$ cat src/design/uart_fifo_ctrl_int_ident_consts.svh
// Purpose: Register offsets, field positions and codes for the ident block.
// Assumes: Word-indexed register port, 8-bit data.
// Notes: Offsets are local to this block.
`ifndef UART_FIFO_CTRL_INT_IDENT_CONSTS_SVH
`define UART_FIFO_CTRL_INT_IDENT_CONSTS_SVH

`define ADDR_IDENT_FCR 4'h0
`define ADDR_IRQ_STATUS 4'h1
`define ADDR_IRQ_ENABLE 4'h2
`define ADDR_IRQ_CLEAR 4'h3
`define ADDR_CTRL_STATUS 4'h4

`define BIT_FIFO_ENABLE 0
`define BIT_RX_FIFO_RESET 1
`define BIT_TX_FIFO_RESET 2
`define BIT_DMA_MODE 3
`define TET_LO 4
`define TET_HI 5
`define RT_LO 6
`define RT_HI 7

`define ID_NONE 4'h1
`define ID_HOLDING_REG_EMPTY_IRQ 4'h2
`define ID_RDA 4'h4
`define ID_RLS 4'h6
`define ID_BUSY 4'h7
`define ID_CTO 4'hC

`define TET_EMPTY 2'h0
`define TET_TWO 2'h1
`define TET_QUARTER 2'h2
`define TET_HALF 2'h3

`define FIFO_ON_READ 2'h3
`define RESET_FIFO_ENABLE 1'h1

`define EV_TX_RESET 0
`define EV_RX_RESET 1
`define EV_FIFO_ENABLE_BIT_CHANGE 2
`define EV_HOLDING_REG_EMPTY_IRQ 3
`define EV_COUNT 4

`endif

$ cat src/design/uart_fifo_ctrl_int_ident_pkg.sv
// Purpose: Shared types of the ident block.
// Assumes: Used by uart_fifo_ctrl_int_ident only; tx_level_compare does not import it.
// Notes: Codes for the ident nibble are in the constants header.
package uart_fifo_ctrl_int_ident_pkg;
  typedef enum logic [1:0] {
    DMA_MODE0 = 2'h0,
    DMA_MODE1 = 2'h1
  } dma_mode_e;
  typedef logic [3:0] ident_t;
endpackage : uart_fifo_ctrl_int_ident_pkg

$ cat src/design/tx_level_compare.sv
// Purpose: Decides whether the transmit FIFO is at or below its threshold.
// Assumes: Level is the current transmit FIFO occupancy.
// Notes: Purely combinational; the caller registers the result.
`timescale 1ns/10ps
`include "uart_fifo_ctrl_int_ident_consts.svh"
module tx_level_compare #(
  parameter int DEPTH = 16,
  parameter int LW = 5
) (
  input wire logic [1:0] tx_empty_threshold_in,
  input wire logic [LW-1:0] level_in,
  output logic at_threshold_out
);
  localparam logic [LW-1:0] TWO = LW'(2);
  localparam logic [LW-1:0] QUARTER = LW'(DEPTH / 4);
  localparam logic [LW-1:0] HALF = LW'(DEPTH / 2);

  always_comb begin
    unique case (tx_empty_threshold_in)
      `TET_EMPTY: at_threshold_out = (level_in == '0);
      `TET_TWO: at_threshold_out = (level_in <= TWO);
      `TET_QUARTER: at_threshold_out = (level_in <= QUARTER);
      `TET_HALF: at_threshold_out = (level_in <= HALF);
    endcase
  end
endmodule : tx_level_compare

$ cat src/design/uart_fifo_ctrl_int_ident.sv
// Purpose: Shared interrupt-ident / FIFO-control register of a serial port.
// Assumes: Register strobes are one cycle; read data valid next cycle only.
// Notes: FIFO levels and interrupt sources come from the serial core.
// Operation
// - Threshold field picks empty, two left, quarter or half for HOLDING_REG_EMPTY_IRQ.
// - In DMA mode 1 the threshold also paces the transmit request.
// - Low read nibble gives the top pending interrupt code.
// - Bit 3 reads as ident bit 3 and writes the DMA mode.
// - DMA mode bit 0 selects mode 0, 1 selects mode 1.
// - Writing one to bit 2 pulses the transmit FIFO reset; the threshold still takes bits 5:4.
// - The transmit FIFO reset clears itself after one cycle.
// - FIFO enable toggles both FIFOs; any change resets both.
`timescale 1ns/10ps
`include "uart_fifo_ctrl_int_ident_consts.svh"
module uart_fifo_ctrl_int_ident #(
  parameter int TX_DEPTH = 16,
  parameter int RX_DEPTH = 16,
  parameter int LW = 5
) (
  input wire logic clock_in,
  input wire logic rstn_in,
  input wire logic [3:0] addr_in,
  input wire logic [7:0] wdata_in,
  input wire logic wr_in,
  input wire logic rd_in,
  output logic [7:0] rdata_out,
  input wire logic [LW-1:0] tx_level_in,
  input wire logic [LW-1:0] rx_level_in,
  input wire logic line_status_in,
  input wire logic busy_detect_in,
  input wire logic char_timeout_in,
  input wire logic holding_reg_empty_irq_mode_in,
  output logic tx_fifo_reset_out,
  output logic rx_fifo_reset_out,
  output logic fifo_enable_out,
  output logic dma_tx_req_n_out,
  output logic dma_rx_req_n_out,
  output logic irq_out
);
  logic [1:0] tx_empty_threshold_q, tx_empty_threshold_d;
  logic [1:0] rx_trigger_q, rx_trigger_d;
  uart_fifo_ctrl_int_ident_pkg::dma_mode_e dma_signal_mode_q;
  uart_fifo_ctrl_int_ident_pkg::dma_mode_e dma_signal_mode_d;
  logic fifo_enable_q, fifo_enable_d;
  logic tx_rst_q, tx_rst_d, rx_rst_q, rx_rst_d;
  logic [7:0] rdata_q, rdata_d;
  logic [`EV_COUNT-1:0] irq_stat_q, irq_stat_d, irq_en_q, irq_en_d;
  logic irq_q, irq_d;
  logic dma_tx_n_q, dma_tx_n_d, dma_rx_n_q, dma_rx_n_d;
  logic holding_reg_empty_irq_prev_q, holding_reg_empty_irq_prev_d;
  logic at_threshold;
  logic tx_empty, rx_ready, rx_at_trigger, holding_reg_empty_irq_pending;
  uart_fifo_ctrl_int_ident_pkg::ident_t interrupt_ident_code;
  logic [`EV_COUNT-1:0] events;
  logic wr_fcr;

  tx_level_compare #(
    .DEPTH(TX_DEPTH),
    .LW(LW)
  ) u_tx_cmp (
    .tx_empty_threshold_in(tx_empty_threshold_q),
    .level_in(tx_level_in),
    .at_threshold_out(at_threshold)
  );

  function automatic logic rx_trigger_hit(input logic [1:0] sel,
                                          input logic [LW-1:0] lvl);
    logic hit;
    hit = 1'b0;
    unique case (sel)
      2'h0: hit = (lvl >= LW'(1));
      2'h1: hit = (lvl >= LW'(RX_DEPTH / 4));
      2'h2: hit = (lvl >= LW'(RX_DEPTH / 2));
      2'h3: hit = (lvl >= LW'(RX_DEPTH - 2));
    endcase
    return hit;
  endfunction : rx_trigger_hit

  assign tx_empty = (tx_level_in == '0);
  assign rx_ready = (rx_level_in != '0);
  assign rx_at_trigger = fifo_enable_q ?
      rx_trigger_hit(rx_trigger_q, rx_level_in) : rx_ready;
  // With the programmable mode off the interrupt fires only when empty.
  assign holding_reg_empty_irq_pending = (holding_reg_empty_irq_mode_in && fifo_enable_q) ?
      at_threshold : tx_empty;
  assign wr_fcr = wr_in && (addr_in == `ADDR_IDENT_FCR);

  // Ident is evaluated from live sources, so a read never sees stale codes.
  always_comb begin
    if (line_status_in) begin
      interrupt_ident_code = `ID_RLS;
    end else if (rx_at_trigger) begin
      interrupt_ident_code = `ID_RDA;
    end else if (char_timeout_in) begin
      interrupt_ident_code = `ID_CTO;
    end else if (holding_reg_empty_irq_pending) begin
      interrupt_ident_code = `ID_HOLDING_REG_EMPTY_IRQ;
    end else if (busy_detect_in) begin
      interrupt_ident_code = `ID_BUSY;
    end else begin
      interrupt_ident_code = `ID_NONE;
    end
  end

  always_comb begin
    tx_empty_threshold_d = tx_empty_threshold_q;
    rx_trigger_d = rx_trigger_q;
    dma_signal_mode_d = dma_signal_mode_q;
    fifo_enable_d = fifo_enable_q;
    tx_rst_d = 1'b0;
    rx_rst_d = 1'b0;
    if (wr_fcr) begin
      tx_empty_threshold_d = wdata_in[`TET_HI:`TET_LO];
      rx_trigger_d = wdata_in[`RT_HI:`RT_LO];
      dma_signal_mode_d = wdata_in[`BIT_DMA_MODE] ?
          uart_fifo_ctrl_int_ident_pkg::DMA_MODE1 :
          uart_fifo_ctrl_int_ident_pkg::DMA_MODE0;
      fifo_enable_d = wdata_in[`BIT_FIFO_ENABLE];
      tx_rst_d = wdata_in[`BIT_TX_FIFO_RESET];
      rx_rst_d = wdata_in[`BIT_RX_FIFO_RESET];
      if (wdata_in[`BIT_FIFO_ENABLE] != fifo_enable_q) begin
        tx_rst_d = 1'b1;
        rx_rst_d = 1'b1;
      end
    end
  end

  always_comb begin
    rdata_d = 8'h00;
    if (rd_in) begin
      unique case (addr_in)
        `ADDR_IDENT_FCR: begin
          rdata_d[3:0] = interrupt_ident_code;
          rdata_d[`RT_HI:`RT_LO] = fifo_enable_q ? `FIFO_ON_READ : 2'h0;
        end
        `ADDR_IRQ_STATUS: rdata_d = 8'(irq_stat_q);
        `ADDR_IRQ_ENABLE: rdata_d = 8'(irq_en_q);
        `ADDR_CTRL_STATUS: rdata_d = {4'h0, dma_signal_mode_q[0],
                                      fifo_enable_q, tx_empty_threshold_q};
        default: rdata_d = 8'h00;
      endcase
    end
  end

  // Events: the hardware set wins over a same-cycle software clear.
  always_comb begin
    events = '0;
    events[`EV_TX_RESET] = tx_rst_q;
    events[`EV_RX_RESET] = rx_rst_q;
    events[`EV_FIFO_ENABLE_BIT_CHANGE] = wr_fcr &&
        (wdata_in[`BIT_FIFO_ENABLE] != fifo_enable_q);
    events[`EV_HOLDING_REG_EMPTY_IRQ] = holding_reg_empty_irq_pending && !holding_reg_empty_irq_prev_q;
    holding_reg_empty_irq_prev_d = holding_reg_empty_irq_pending;
    irq_en_d = irq_en_q;
    irq_stat_d = irq_stat_q;
    if (wr_in && addr_in == `ADDR_IRQ_ENABLE) begin
      irq_en_d = wdata_in[`EV_COUNT-1:0];
    end
    if (wr_in && addr_in == `ADDR_IRQ_CLEAR) begin
      irq_stat_d = irq_stat_q & ~wdata_in[`EV_COUNT-1:0];
    end
    irq_stat_d = irq_stat_d | events;
    irq_d = |(irq_stat_d & irq_en_d);
  end

  // Mode 0 follows single-transfer readiness; mode 1 uses the thresholds.
  always_comb begin
    if (dma_signal_mode_q == uart_fifo_ctrl_int_ident_pkg::DMA_MODE1) begin
      dma_tx_n_d = !at_threshold;
      dma_rx_n_d = !rx_at_trigger;
    end else begin
      dma_tx_n_d = !(tx_level_in < LW'(TX_DEPTH));
      dma_rx_n_d = !rx_ready;
    end
    // A FIFO being reset has nothing valid to move.
    if (tx_rst_q) begin
      dma_tx_n_d = 1'b1;
    end
    if (rx_rst_q) begin
      dma_rx_n_d = 1'b1;
    end
  end

  always_ff @(posedge clock_in or negedge rstn_in) begin
    if (!rstn_in) begin
      tx_empty_threshold_q <= `TET_EMPTY;
      rx_trigger_q <= 2'h0;
      dma_signal_mode_q <= uart_fifo_ctrl_int_ident_pkg::DMA_MODE0;
      fifo_enable_q <= `RESET_FIFO_ENABLE;
      tx_rst_q <= 1'b0;
      rx_rst_q <= 1'b0;
      rdata_q <= 8'h00;
      irq_stat_q <= '0;
      irq_en_q <= '0;
      irq_q <= 1'b0;
      holding_reg_empty_irq_prev_q <= 1'b0;
      dma_tx_n_q <= 1'b1;
      dma_rx_n_q <= 1'b1;
    end else begin
      tx_empty_threshold_q <= tx_empty_threshold_d;
      rx_trigger_q <= rx_trigger_d;
      dma_signal_mode_q <= dma_signal_mode_d;
      fifo_enable_q <= fifo_enable_d;
      tx_rst_q <= tx_rst_d;
      rx_rst_q <= rx_rst_d;
      rdata_q <= rdata_d;
      irq_stat_q <= irq_stat_d;
      irq_en_q <= irq_en_d;
      irq_q <= irq_d;
      holding_reg_empty_irq_prev_q <= holding_reg_empty_irq_prev_d;
      dma_tx_n_q <= dma_tx_n_d;
      dma_rx_n_q <= dma_rx_n_d;
    end
  end

  assign rdata_out = rdata_q;
  assign tx_fifo_reset_out = tx_rst_q;
  assign rx_fifo_reset_out = rx_rst_q;
  assign fifo_enable_out = fifo_enable_q;
  assign dma_tx_req_n_out = dma_tx_n_q;
  assign dma_rx_req_n_out = dma_rx_n_q;
  assign irq_out = irq_q;
endmodule : uart_fifo_ctrl_int_ident

$ cat config.mk
export PLATFORM = sky130hd
export DESIGN_NAME = uart_fifo_ctrl_int_ident
export DESIGN_NICKNAME = d
export VERILOG_FILES = /design/src/design/uart_fifo_ctrl_int_ident_pkg.sv /design/src/design/tx_level_compare.sv /design/src/design/uart_fifo_ctrl_int_ident.sv
export VERILOG_INCLUDE_DIRS = /design/src /design/src/design
export SDC_FILE = /design/constraint.sdc
export NUM_CORES = 1
export LEC_CHECK = 0
export ABC_CLOCK_PERIOD_IN_PS = 1830
export BUFFER_PORTS_ARGS = -buffer_cell sky130_fd_sc_hd__buf_2
export CORE_MARGIN = 2
export CORE_UTILIZATION = 50
export DETAILED_ROUTE_END_ITERATION = 7
export PLACE_DENSITY = 0.78
export SKIP_CTS_REPAIR_TIMING = 1
export SYNTH_ARGS = -nofsm -noshare
export SYNTH_HDL_FRONTEND = slang
export SYNTH_SLANG_ARGS = --single-unit
$ cat constraint.sdc
create_clock -name clock_in -period 1.83 [get_ports clock_in]
set_input_delay 0.2745 -clock clock_in [delete_from_list [all_inputs] [get_ports clock_in]]
set_output_delay 0.2745 -clock clock_in [all_outputs]
set_load 0.02 [all_outputs]
==> summary.md <==
| Metric | Value |
|---|---|
| Outcome | `finished clean` |
| Setup-failing EPs final | `0` |
| Power Dens Cells | `slightly above 800 mW/mm²` |
| Die Area | `between 0.003 and 0.004 mm²` |
| IO Port Bufs | `41` |
| Clock transition at path regs | `0.14 ns` |
| Starting DRT DRC Count | `48` |
| Grt ovf | `0` |
| Syn-to-layout area delta | `15.8%` |
| Post-DP HPWL | `~2.6 mm` |
| Routed Antenna Nets | `0` |
| Vias per cell | `about 6` |
| # IOs | `between 40 and 50` |
| Crit path DAT | `around 1.8 ns` |
| Detailed Routing Iterations Pass 1 | `4` |
| Avg Inst Size Synth | `9.94 µm²` |
| CTS tree | `built` |
| Routability congestion estimate | `0.907` |
| Initial Util | `52.9%` |
| Post-synth EDFFs | `0` |
| Worst path max stage delay | `between 0.6 and 0.7 ns` |
| First-pass GRT wire length | `approximately 5.5 mm` |
| Leak | `0.802 nW` |
| Setup CP Type | `reg -> reg` |
| Layout cell share with drive strength beyond 1 | `34.0%` |
| RSZ-0062 raised after global routing | `no` |
| Sequential cell area | `629 µm²` |
| Commonest cells after routing, fill and taps aside | `buf_2 (41), dfrtp_1 (22), nor2_1 (11), nand2_1 (11), o21ai_0 (10)` |
| Seq/Total Area, Yosys | `42.8%` |
| Max cap viols | `0` |
| DRC | `0` |
| GRT Overall Usage | `21.4%` |
| Hold Path Depth | `3` |
| Data required time of the worst path | `2.07 ns` |
| Post-layout util | `61.3%` |
| Final hold vios | `0` |
| Delay-heaviest family, CP | `flip-flops` |
| Sw frac | `about a third` |
| Sequential Power Share | `54.5%` |
| Critical Path Source Type | `register` |
| CTS max path bufs | `2` |
| Number of diodes | `0` |
| Fmax | `approximately 0.63 GHz` |
| Fill cell count | `240` |
| Clock Tree Root | `clkbuf_4` |
| Min Tclk post-route | `1.58 ns` |
| Hold Crit Class | `in -> reg` |
| Final Cycle Share | `86.5%` |
| Slew Viols, Final | `0` |
| Die Wd | `58.2 µm` |
| Tightest Pin Transition | `0.549 ns` |
| Setup TNS | `0 ns` |
| CP Cell Sequence | `nand2_1 -> nor2_1 -> o211ai_1 -> and2_1 -> o311ai_1` |
| Synth Instances | `roughly 150` |
| CP Capture Type | `register` |
| Switch Pwr | `478 µW` |
| Nets | `219` |
| H-tree depth | `1` |
| Crit path depth | `5` |
| Area occupied by multi-input gates | `768 µm²` |
| Async SR Flop Fraction | `100%` |
| Pin count of the biggest net entering global routing | `26` |
| Antenna violations before repair | `0` |
| Worst-Skew Late Latency | `~0.33 ns` |
| FF-to-FF path depth | `5` |
| Syn Std Cell Area | `0.00147 mm²` |
| Internal | `921 µW` |
| Vias in the first global route | `1254` |
| Core area | `0.00278 mm²` |
| Chip Height | `approximately 58 µm` |
| Most used DFF post-synth | `dfrtp_1` |
| CTS buffer count | `3` |
| Clk pwr share | `18.6%` |
| Comb pwr share | `26.9%` |
| Core Rows | `19` |
| Final WL | `between 3 and 4 mm` |
| CTS sink cnt | `25` |
| Slew HR | `63.4%` |
| Worst path bufs/invs | `0` |
| Commonest non-fill, non-tap cell in the layout | `buf_2` |
| Worst vdd ir | `0.622 mV` |
| Netlist cell types | `50` |
| Final Skew | `0.00376 ns` |
| Flops & latches, synth | `25` |
| Yosys warning count | `0` |
| Per-cell routed wire length | `15.4 µm` |
| Slowest cell on crit path | `dfstp_2` |
| Via count | `about 1300` |
| Crit Path Max Fanout | `9` |
-- flip-flops by register name, indices dropped and copies added, names as in the netlist --
register and count:
irq_stat_q 4, rx_fifo_reset_out 1, holding_reg_empty_irq_prev_q 1, rx_trigger_q 2, tx_fifo_reset_out 1, tx_empty_threshold_q 2
fifo_enable_out 1, dma_signal_mode_q 1, rdata_out 5, irq_en_q 4, dma_rx_req_n_out 1, irq_out 1
dma_tx_req_n_out 1
-- worst reg2reg max path, delay by kind of cell, from the launching register on --
family	cells	cell delay [ns]
AO/OA/AOI/OAI	2	0.42
flip-flops	1	0.64
AND/OR/NAND/NOR	3	0.43
-- layer usage --
metal  GRT usage, %  part of all wire, %  vias up
li1               -                    -      633
met1           26.5                   43      620
met2           35.2                   47       52
met3           6.47                  7.0       10
met4           8.31                  2.3        0
met5              0                    0        -
-- cells in the mapped netlist, types with 2 or more instances --
cell / number / area [µm²]
a211oi_1: 2 / 15.0
a21boi_0: 2 / 15.0
a21o_1: 2 / 15.0
a21oi_1: 5 / 25.0
a22o_1: 4 / 35.0
a32oi_1: 2 / 17.5
and2_1: 2 / 12.5
buf_2: 2 / 10.0
buf_4: 4 / 30.0
buf_6: 2 / 22.5
dfrtp_1: 22 / 551
dfstp_2: 3 / 78.8
inv_1: 4 / 15.0
mux2_2: 8 / 90.1
mux2i_1: 2 / 20.0
nand2_1: 11 / 41.3
nand2b_1: 3 / 18.8
nand3_1: 3 / 15.0
nor2_1: 11 / 41.3
nor2b_1: 2 / 12.5
nor3_1: 7 / 35.0
nor4_1: 2 / 12.5
o21a_1: 3 / 22.5
o21ai_0: 10 / 50.1
o21bai_1: 3 / 22.5
o22ai_1: 3 / 18.8
-- cells by family (layout without fill, tap and decap cells) --
kind of cell	after synthesis	after routing	synth area share (%)
and+or+nand+nor	52	52	20.7
xor gates and xnor gates	1	1	0.595
muxes	10	10	7.48
buffers and inverters	12	51	5.27
AOI/OAI and AO/OA	47	47	22.9
other	1	2	0.255
DFF	25	25	42.8
-- stage by stage --
stage          total power [mW]  hold WS, ns  worst slack (ns)  instances  area [µm²]
2_1_floorplan              1.00      -0.0211             0.270        149        1480
6_report                   1.40        0.146             0.247        219        1700
3_5_place_dp               1.14        0.291             0.194        214        1660
4_1_cts                    1.40      -0.0803             0.273        218        1690
5_1_grt                    1.48        0.156             0.129        219        1700
3_3_place_gp               1.13        0.288             0.262        214        1660
-- path summary, 6_finish.rpt --
kind,start,endpoint,slack (ns)
setup / recovery,fifo_enable_out,irq_out,0.25
hold / removal,wdata_in[4],tx_empty_threshold_q[0],0.15
setup reg to reg,fifo_enable_out,irq_out,0.25
hold reg to reg,holding_reg_empty_irq_prev_q,irq_out,0.51
max in group asynchronous,rstn_in,fifo_enable_out,1.02
min in group asynchronous,rstn_in,rdata_out[2],0.44
-- cell type report --
type / instances / share of cell area [%]
sequential: 25 / 36.9
tap: 31 / 2.28
timing repair buffer: 43 / 13.1
clock buffer: 3 / 1.32
inverter: 4 / 0.881
multi-input combinational: 112 / 45.1
clock inverter: 1 / 0.441
-- power groups by stage --
stage / Combinational [mW] / Clock (mW) / Sequential [mW]
6_report: 0.377 / 0.260 / 0.762
5_1_grt: 0.418 / 0.287 / 0.774
4_1_cts: 0.374 / 0.264 / 0.758
3_5_place_dp: 0.372 / 0 / 0.769
3_3_place_gp: 0.365 / 0 / 0.768
2_1_floorplan: 0.242 / 0 / 0.760
Note: power is estimated with default switching activity, not from simulation.
